**config.mk**
```make
export PLATFORM = sky130hd
export DESIGN_NAME = slbic_ctl
export DESIGN_NICKNAME = d
export VERILOG_FILES = /design/src/rtl/slbic_ctl.v
export VERILOG_INCLUDE_DIRS = /design/src /design/src/rtl
export SDC_FILE = /design/constraint.sdc
export NUM_CORES = 1
export LEC_CHECK = 0
export ABC_AREA = 0
export BUFFER_PORTS_ARGS = -buffer_cell sky130_fd_sc_hd__buf_4
export CORE_MARGIN = 10
export CORE_UTILIZATION = 53
export CTS_CLUSTER_SIZE = 30
export DETAILED_ROUTE_END_ITERATION = 8
export HOLD_SLACK_MARGIN = 0.02
export PLACE_DENSITY = 0.94
export SLEW_MARGIN = 20
export SYNTH_ARGS = -nofsm -noshare
export SYNTH_HDL_FRONTEND = slang
export SYNTH_SLANG_ARGS = --single-unit
```
**constraint.sdc**
```tcl
create_clock -name pclk -period 6.4 [get_ports pclk]
set_input_delay 1.6 -clock pclk [delete_from_list [all_inputs] [get_ports pclk]]
set_output_delay 1.6 -clock pclk [all_outputs]
set_load 0.05 [all_outputs]
```
**src/rtl/slbic_defines.vh**
```
`ifndef SLBIC_DEFINES_VH
`define SLBIC_DEFINES_VH

// register byte offsets
`define SLBIC_OFF_RX_STATUS   12'h000
`define SLBIC_OFF_RX_BUF      12'h004
`define SLBIC_OFF_TX_STATUS   12'h008
`define SLBIC_OFF_TX_BUF      12'h00c
`define SLBIC_OFF_CONFIG      12'h010

// receiver_status_reg fields
`define SLBIC_RS_MODEM_CHG    15
`define SLBIC_RS_RING         14
`define SLBIC_RS_CTS          13
`define SLBIC_RS_CARRIER      12
`define SLBIC_RS_SEC_RX       10
`define SLBIC_RS_DONE         7
`define SLBIC_RS_RX_IE        6
`define SLBIC_RS_MODEM_IE     5

// transmitter_status_reg fields
`define SLBIC_TS_READY        7
`define SLBIC_TS_TX_IE        6

// configuration register fields
`define SLBIC_CFG_W           10
`define SLBIC_CFG_VEC_HI      5
`define SLBIC_CFG_VEC_LO      0
`define SLBIC_CFG_LVL_HI      7
`define SLBIC_CFG_LVL_LO      6
`define SLBIC_CFG_MDIS        8
`define SLBIC_CFG_NPR         9
`define SLBIC_CFG_RST         10'h206

// buffer data width
`define SLBIC_DATA_W          16

// timing
`define SLBIC_CLK_NS          20
`define SLBIC_SSYN_NS         400
`define SLBIC_STROBE_NS       600

`endif

```
**src/rtl/slbic_ctl.v**
```verilog
// Summary of operation
// - byte write to the high byte produces no register select or pulse
// - transmit buffer has no read path; reads return zero
// - transmit buffer write fires a load strobe latching the data
// - pready is held off while the load strobe is active
// - any read or low-byte write of receive buffer pulses the char-ready reset
// - receiver and transmitter request channels; receiver wins ties
// - vector base upper two octal digits set by six config bits
// - vector bit 2 low for receiver, high for transmitter
// - vector bits 1 and 0 are always driven as zero
// - rx enable bit 6 with char ready makes receiver request
// - modem enable bit 5 with modem change requests receiver channel
// - modem change flag set directly by modem input activity
// - option disables the modem interrupt source entirely
// - tx enable bit 6 with holding empty makes transmitter request
// - active request raises bus request on configured level, BR4 default
// - on grant answer sack, then take bbsy when bus is idle
// - hold mastership until the vector is strobed, then release
// - with no pending request pass grant down the chain
// - after service no new request until condition drops and returns
// - never requests npr; optionally waits while npr is pending
// - reading receiver status or reset clears the modem change flag
// - ring sets flag on rising edge, others on either edge
// - pready answers about 400 ns after the setup cycle
`include "slbic_defines.vh"

module slbic_ctl (
   input  wire        pclk,                 // bus clock
   input  wire        presetn,              // async reset, active low
   input  wire        psel,                 // apb select
   input  wire        penable,              // apb access phase
   input  wire        pwrite,               // apb direction
   input  wire [11:0] paddr,                // apb byte address
   input  wire [31:0] pwdata,               // apb write data
   input  wire [3:0]  pstrb,                // apb byte strobes
   output reg  [31:0] prdata,               // apb read data
   output reg         pready,               // apb ready
   output reg         pslverr,              // unmapped address
   input  wire [15:0] rx_data,              // received character
   input  wire        rx_char_ready,        // receiver done
   input  wire        tx_holding_empty,     // transmitter ready
   input  wire        ring_in,              // modem ring
   input  wire        carrier_in,           // modem carrier
   input  wire        clear_to_send_in,     // modem clear to send
   input  wire        secondary_receive_in, // modem secondary rx
   output reg  [15:0] tx_data,              // latched transmit data
   output reg         tx_load_strobe,       // transmit load pulse
   output reg         rx_done_reset,        // clears char ready
   input  wire        bg_in,                // bus grant in
   input  wire        bbsy_in,              // bus busy seen
   input  wire        ssyn_in,              // slave sync seen
   input  wire        npr_in,               // npr pending seen
   output reg  [3:0]  bus_request,          // request levels 4..7
   output reg         bg_out,               // bus grant out
   output reg         sack,                 // selection acknowledge
   output reg         bbsy_out,             // bus busy driven
   output reg         intr_out,             // interrupt strobe
   output reg  [8:0]  vec_out,              // vector value
   output reg         vec_oe                // vector drive enable
);

   localparam CNT_W = 6;

   function [CNT_W-1:0] ns_cycles;
      input integer ns;
      integer t;
      begin
         t = (ns + `SLBIC_CLK_NS - 1) / `SLBIC_CLK_NS;
         ns_cycles = t[CNT_W-1:0];
      end
   endfunction

   localparam [CNT_W-1:0] SSYN_CYC   = ns_cycles(`SLBIC_SSYN_NS);
   localparam [CNT_W-1:0] STROBE_CYC = ns_cycles(`SLBIC_STROBE_NS);
   localparam [CNT_W-1:0] CNT_ONE    = {{(CNT_W-1){1'b0}}, 1'b1};
   localparam [CNT_W-1:0] CNT_ZERO   = {CNT_W{1'b0}};

   localparam [1:0] ST_IDLE   = 2'h0;
   localparam [1:0] ST_REQ    = 2'h1;
   localparam [1:0] ST_ACK    = 2'h2;
   localparam [1:0] ST_MASTER = 2'h3;

   reg [CNT_W-1:0]       wait_cnt;
   reg [CNT_W-1:0]       strobe_cnt;
   reg                   rx_irq_enable;
   reg                   modem_irq_enable;
   reg                   tx_irq_enable;
   reg [`SLBIC_CFG_W-1:0] cfg;
   reg                   modem_change;
   reg                   ring_q;
   reg                   carrier_q;
   reg                   cts_q;
   reg                   sec_q;
   reg                   inh_rx;
   reg                   inh_tx;
   reg                   chan_tx;
   reg [1:0]             state;
   reg [31:0]            rd_val;

   wire sel_rs = paddr == `SLBIC_OFF_RX_STATUS;
   wire sel_rb = paddr == `SLBIC_OFF_RX_BUF;
   wire sel_ts = paddr == `SLBIC_OFF_TX_STATUS;
   wire sel_tb = paddr == `SLBIC_OFF_TX_BUF;
   wire sel_cf = paddr == `SLBIC_OFF_CONFIG;
   wire mapped = sel_rs | sel_rb | sel_ts | sel_tb | sel_cf;

   wire setup   = psel & ~penable;
   wire low_ok  = ~pwrite | pstrb[0];
   wire rd_take = psel & penable & ~pready &
                  (wait_cnt == CNT_ZERO) &
                  (strobe_cnt == CNT_ZERO);
   wire wr_done = psel & penable & pready & pwrite & pstrb[0];

   wire modem_evt = (ring_in & ~ring_q) |
                    (carrier_in ^ carrier_q) |
                    (clear_to_send_in ^ cts_q) |
                    (secondary_receive_in ^ sec_q);
   wire rs_read = rd_take & ~pwrite & sel_rs;

   wire rx_raw = (rx_irq_enable & rx_char_ready) |
                 (modem_irq_enable & modem_change &
                  ~cfg[`SLBIC_CFG_MDIS]);
   wire tx_raw   = tx_irq_enable & tx_holding_empty;
   wire rx_req   = rx_raw & ~inh_rx;
   wire tx_req   = tx_raw & ~inh_tx;
   wire npr_hold = cfg[`SLBIC_CFG_NPR] & npr_in;
   wire vec_done = (state == ST_MASTER) & ssyn_in;

   always @* begin
      rd_val = 32'h0000_0000;
      if (sel_rs) begin
         rd_val[`SLBIC_RS_MODEM_CHG] = modem_change;
         rd_val[`SLBIC_RS_RING]      = ring_in;
         rd_val[`SLBIC_RS_CTS]       = clear_to_send_in;
         rd_val[`SLBIC_RS_CARRIER]   = carrier_in;
         rd_val[`SLBIC_RS_SEC_RX]    = secondary_receive_in;
         rd_val[`SLBIC_RS_DONE]      = rx_char_ready;
         rd_val[`SLBIC_RS_RX_IE]     = rx_irq_enable;
         rd_val[`SLBIC_RS_MODEM_IE]  = modem_irq_enable;
      end else if (sel_rb) begin
         rd_val[`SLBIC_DATA_W-1:0] = rx_data;
      end else if (sel_ts) begin
         rd_val[`SLBIC_TS_READY] = tx_holding_empty;
         rd_val[`SLBIC_TS_TX_IE] = tx_irq_enable;
      end else if (sel_cf) begin
         rd_val[`SLBIC_CFG_W-1:0] = cfg;
      end
      // transmit buffer falls through as zero
   end

   // bus slave timing and side-effect pulses
   always @(posedge pclk or negedge presetn) begin
      if (!presetn) begin
         wait_cnt       <= CNT_ZERO;
         strobe_cnt     <= CNT_ZERO;
         tx_load_strobe <= 1'b0;
         tx_data        <= 16'h0000;
         rx_done_reset  <= 1'b0;
         pready         <= 1'b0;
         pslverr        <= 1'b0;
         prdata         <= 32'h0000_0000;
      end else begin
         rx_done_reset <= setup & sel_rb & low_ok;
         if (setup & pwrite & pstrb[0] & sel_tb) begin
            strobe_cnt     <= STROBE_CYC;
            tx_load_strobe <= 1'b1;
            tx_data        <= pwdata[`SLBIC_DATA_W-1:0];
         end else if (strobe_cnt != CNT_ZERO) begin
            strobe_cnt     <= strobe_cnt - CNT_ONE;
            tx_load_strobe <= strobe_cnt != CNT_ONE;
         end
         if (setup) begin
            wait_cnt <= SSYN_CYC;
         end else if (wait_cnt != CNT_ZERO) begin
            wait_cnt <= wait_cnt - CNT_ONE;
         end
         pready <= rd_take;
         if (rd_take) begin
            pslverr <= ~mapped;
            prdata  <= pwrite ? 32'h0000_0000 : rd_val;
         end
      end
   end

   // software-visible control bits
   always @(posedge pclk or negedge presetn) begin
      if (!presetn) begin
         rx_irq_enable    <= 1'b0;
         modem_irq_enable <= 1'b0;
         tx_irq_enable    <= 1'b0;
         cfg              <= `SLBIC_CFG_RST;
      end else if (wr_done) begin
         if (sel_rs) begin
            rx_irq_enable    <= pwdata[`SLBIC_RS_RX_IE];
            modem_irq_enable <= pwdata[`SLBIC_RS_MODEM_IE];
         end
         if (sel_ts) begin
            tx_irq_enable <= pwdata[`SLBIC_TS_TX_IE];
         end
         if (sel_cf) begin
            cfg <= pwdata[`SLBIC_CFG_W-1:0];
         end
      end
   end

   // modem change flag; a new event wins over the read clear
   always @(posedge pclk or negedge presetn) begin
      if (!presetn) begin
         modem_change <= 1'b0;
         ring_q       <= 1'b0;
         carrier_q    <= 1'b0;
         cts_q        <= 1'b0;
         sec_q        <= 1'b0;
      end else begin
         ring_q       <= ring_in;
         carrier_q    <= carrier_in;
         cts_q        <= clear_to_send_in;
         sec_q        <= secondary_receive_in;
         modem_change <= modem_evt |
                         (modem_change & ~rs_read);
      end
   end

   // post-service inhibit until the condition drops
   always @(posedge pclk or negedge presetn) begin
      if (!presetn) begin
         inh_rx <= 1'b0;
         inh_tx <= 1'b0;
      end else begin
         inh_rx <= rx_raw & (inh_rx | (vec_done & ~chan_tx));
         inh_tx <= tx_raw & (inh_tx | (vec_done & chan_tx));
      end
   end

   // bus request, grant and mastership sequence
   always @(posedge pclk or negedge presetn) begin
      if (!presetn) begin
         state       <= ST_IDLE;
         chan_tx     <= 1'b0;
         bus_request <= 4'h0;
         bg_out      <= 1'b0;
         sack        <= 1'b0;
         bbsy_out    <= 1'b0;
         intr_out    <= 1'b0;
         vec_out     <= 9'h000;
         vec_oe      <= 1'b0;
      end else begin
         bg_out <= bg_in & (state == ST_IDLE) &
                   ~(rx_req | tx_req);
         case (state)
            ST_IDLE: begin
               if ((rx_req | tx_req) & ~npr_hold) begin
                  bus_request <= 4'h1 <<
                     cfg[`SLBIC_CFG_LVL_HI:`SLBIC_CFG_LVL_LO];
                  state <= ST_REQ;
               end
            end
            ST_REQ: begin
               chan_tx <= ~rx_req;
               if (~rx_req & ~tx_req) begin
                  bus_request <= 4'h0;
                  state       <= ST_IDLE;
               end else if (bg_in) begin
                  bus_request <= 4'h0;
                  sack        <= 1'b1;
                  state       <= ST_ACK;
               end
            end
            ST_ACK: begin
               if (~bbsy_in & ~ssyn_in & ~bg_in) begin
                  sack     <= 1'b0;
                  bbsy_out <= 1'b1;
                  intr_out <= 1'b1;
                  vec_out  <= {cfg[`SLBIC_CFG_VEC_HI:`SLBIC_CFG_VEC_LO],
                               chan_tx, 2'b00};
                  vec_oe   <= 1'b1;
                  state    <= ST_MASTER;
               end
            end
            ST_MASTER: begin
               if (ssyn_in) begin
                  bbsy_out <= 1'b0;
                  intr_out <= 1'b0;
                  vec_out  <= 9'h000;
                  vec_oe   <= 1'b0;
                  state    <= ST_IDLE;
               end
            end
            default: begin
               state <= ST_IDLE;
            end
         endcase
      end
   end

endmodule

```
==> impl_metrics.env <==
export IMPL_setup_viol=0
export IMPL_synth_top_cells_by_area="sky130_fd_sc_hd__dfrtp_1, sky130_fd_sc_hd__mux2_1, sky130_fd_sc_hd__nand2_1"
export IMPL_result_of_the_run="completed"
export IMPL_total_of_buffers_placed_on_input_and_output_ports=111
export IMPL_layout_worst_path_cycle_share_pct=56.1
export IMPL_grt_first_pass_wirelength_um=16700
export IMPL_critPathLaunch="paddr[9]"
export IMPL_timing_critical_path_required_ns=6.62
export IMPL_critical_path_cell_chain="buf_4 -> nor4_2 -> nand3_1 -> or3_1 -> mux2_1"
export IMPL_io_pins=149
export IMPL_worst_slew_pin_transition_ns=0.924
export IMPL_max_cap_viol_count=0
export IMPL_initial_utilization_pct=54.7
export IMPL_drt_drc_violations_left=0
export IMPL_dp_hpwl_um=7990
export IMPL_critical_path_peak_fanout=23
export IMPL_reg_clk_slew_reported_paths_ns=0.09
export IMPL_layout_nets=555
export IMPL_total_number_of_placement_rows=31
export IMPL_detail_route_wirelength_um=10200
export IMPL_ys_warn_count=0
export IMPL_reg2reg_to="prdata[15]"
export IMPL_synth_to_final_area_change_pct=25.5
export IMPL_ctsHoldBuffers=0
export IMPL_clock_sink_count=85
export IMPL_fmax_mhz=279
export IMPL_minimum_setup_slack_in_the_final_design_ns=2.81
export IMPL_yosysTopAreaCellShare_pct=51.7
export IMPL_reg2reg_slack_ns=3.83
export IMPL_cts_buffers=9
export IMPL_synth_area_per_cell_um2=10.9
export IMPL_synth_distinct_cells=54
export IMPL_holdCritPathClass="flip-flop to flip-flop"
export IMPL_vias=3152
export IMPL_cts_tree="done"
export IMPL_synthFlopType="sky130_fd_sc_hd__dfrtp_1"
export IMPL_pre_cts_ws_ns=2.44
export IMPL_final_hold_viols=0
export IMPL_number_of_buffers_inserted_by_post_cts_setup_repair=0
export IMPL_power_ir_vdd_worst_mv=0.144
export IMPL_postCtsResizedCells=0
export IMPL_worst_r2r_startpoint="strobe_cnt[2]"
export IMPL_drt_first_iter_violations=207
export IMPL_post_synth_inst_count=364
export IMPL_fin_setup_tns_ns=0
export IMPL_grt_setup_unrepaired="false"
export IMPL_drt_pass1_iterations=6
export IMPL_cellPowerDensity_nw_per_um2=268
export IMPL_post_route_cells_drive_above_1_share_pct=29.8
export IMPL_r2r_worst_path_cells=5
export IMPL_cell_type_of_the_slowest_stage_on_the_worst_timing_path="sky130_fd_sc_hd__or3_1"
export IMPL_floorplan_core_area_um2=7250
export IMPL_fp_dieH_um=107
export IMPL_groute_usage_overall_pct=18.2
export IMPL_async_flop_share_pct=100
export IMPL_cp_num_cells=5
export IMPL_worst_ep_arrival_time_ns=3.81
export IMPL_critPathMaxStageDelay_ns=0.82
export IMPL_post_layout_instance_count_excluding_filler_cells=575
export IMPL_utilization_pct=68.7
export IMPL_viasPerCell=5.48
export IMPL_clk_latency_ns=0.35
export IMPL_clk_path_buf_depth=2
export IMPL_grt_ovfl_total=0
export IMPL_clock_tree_htree_level_count=3
export IMPL_worstSetupStartpointType="primary input"
export IMPL_dp_cells=559
export IMPL_worstSetupEndpointType="flip-flop"
export IMPL_die_area_um2=11300
export IMPL_number_of_antenna_violations_at_the_first_check_in_global_routing=0
export IMPL_syn_area_um2=3970
export IMPL_routedWlPerCell_um=17.8
export IMPL_timing_final_max_slew_violations=0
export IMPL_root_buffer="sky130_fd_sc_hd__clkbuf_8"
export IMPL_cp_top_family="simple AND/OR/NAND/NOR gates"
export IMPL_slew_limit_headroom_pct=38.4
export IMPL_worstPathBufferInverterCount=1
export IMPL_gp_congestion=0.873
export IMPL_leakage_power_uw=0.00247
export IMPL_grt_start_max_net_pins=86
export IMPL_ff_latch_count_synth=85
export IMPL_synth_enable_flop_cells=0
export IMPL_timing_critical_path_to="tx_data[1]"
export IMPL_yosys_area_top_type="sky130_fd_sc_hd__dfrtp_1"
export IMPL_antenna_violating_nets_post_route=0
export IMPL_clock_skew_final_ns=0.0130
export IMPL_die_x_um=107
export IMPL_period_minus_slack_ns=3.59
export IMPL_setup_worst_path_class="primary input to flip-flop"
export IMPL_antenna_cells_inserted=0
export IMPL_grt_pass1_vias=3330
export IMPL_synth_seq_area_share_pct=53.7
==> how the worst min path moves through the flow <==
stage | cells past startpoint | slack, ns | endpoint | from
floorplan | 2 | 0.46 | modem_change | cts_q
global placement | 2 | 0.47 | bus_request[0] | bus_request[0]
detailed placement | 2 | 0.48 | bus_request[2] | bus_request[2]
CTS | 2 | 0.50 | bus_request[2] | bus_request[2]
global route | 2 | 0.52 | bus_request[2] | bus_request[2]
finish | 2 | 0.49 | bus_request[0] | bus_request[0]
==> registers in the layout, summed over array words and instances (netlist names), 4 cells and up, named ones only <==
register,count
bus_request,4
strobe_cnt,6
cfg,10
wait_cnt,6
vec_out,7
prdata,16
tx_data,16
==> per-stage QoR <==
step / hold WS, ns / instance area [um^2] / power, uW
after floorplan: 0.462 / 4030 / 888
after global placement: 0.466 / 4790 / 962
after detailed placement: 0.480 / 4790 / 984
after CTS: 0.498 / 4980 / 1340
after global routing: 0.517 / 4980 / 1410
final: 0.493 / 4980 / 1340
==> routing by layer <==
metal / global-route usage [%] / vias up / wire length, um
li1: - / 1467 / -
met4: 8.22 / 0 / 328
met3: 6.16 / 26 / 983
met1: 21.5 / 1513 / 4030
met2: 29.3 / 146 / 4900
met5: 0 / - / 0
==> kinds of logic (layout without fill, tap and decap cells) <==
kind of cell	after synthesis	after routing	share of synthesized area [%]
simple gates	122	122	16.4
flops	85	85	53.7
compound gates	68	68	11.5
buf+inv	43	138	6.05
mux	32	32	8.98
xor+xnor	8	8	1.77
fa+ha+maj	5	5	1.58
other cells	1	18	0.0945
==> cells in the mapped netlist (all sizes together), types with 3 or more instances <==
| master | instances |
|---|---|
| dfrtp | 82 |
| o31ai | 6 |
| o21ai | 23 |
| nor2 | 23 |
| nor4 | 4 |
| or4 | 3 |
| nand4 | 3 |
| ha | 5 |
| nor3 | 11 |
| a21oi | 7 |
| or3 | 3 |
| nand3 | 8 |
| mux2i | 3 |
| buf | 23 |
| xor2 | 3 |
| a22o | 10 |
| a22oi | 11 |
| xnor2 | 5 |
| nand2 | 42 |
| inv | 11 |
| and3 | 4 |
| nand2b | 6 |
| clkbuf | 9 |
| nand3b | 6 |
| mux2 | 29 |
| dfstp | 3 |
==> worst register-to-register path, cell delays in order, from the launching register on <==
cell and delay, ns:
sky130_fd_sc_hd__dfrtp_1 0.46, sky130_fd_sc_hd__nor4_4 0.33, sky130_fd_sc_hd__nand2_2 0.17, sky130_fd_sc_hd__or4_1 0.85, sky130_fd_sc_hd__or4_4 0.55, sky130_fd_sc_hd__o21ai_1 0.14
==> cell usage in the layout (no fill, tap or decap), drive strengths merged, types with 4 or more instances in the layout <==
master and count:
conb 18, ha 5, dfrtp 82, a22oi 11
clkbuf 11, nor3 11, a22o 10, o31ai 6
mux2 29, buf 111, nor2 23, and3 4
a21oi 7, xnor2 5, o21ai 23, nand2 42
nand3b 6, nand3 8, inv 11, nand2b 6
nor4 4, clkinv 4
==> where the power goes <==
part,switching [uW],internal [uW],total (uW)
Clock,183,179,362
Combinational,199,127,326
Sequential,59.6,589,649
==> layout make-up <==
cell class | count | area [um^2]
inverters | 11 | 41.3
clock buffers | 11 | 131
multi-input cells | 253 | 1660
repair buffers | 111 | 837
fillers | 539 | 2270
clock inverters | 5 | 53.8
well taps | 99 | 124
flip-flops and latches | 85 | 2130
No activity file was read; power rests on OpenSTA's default activity.
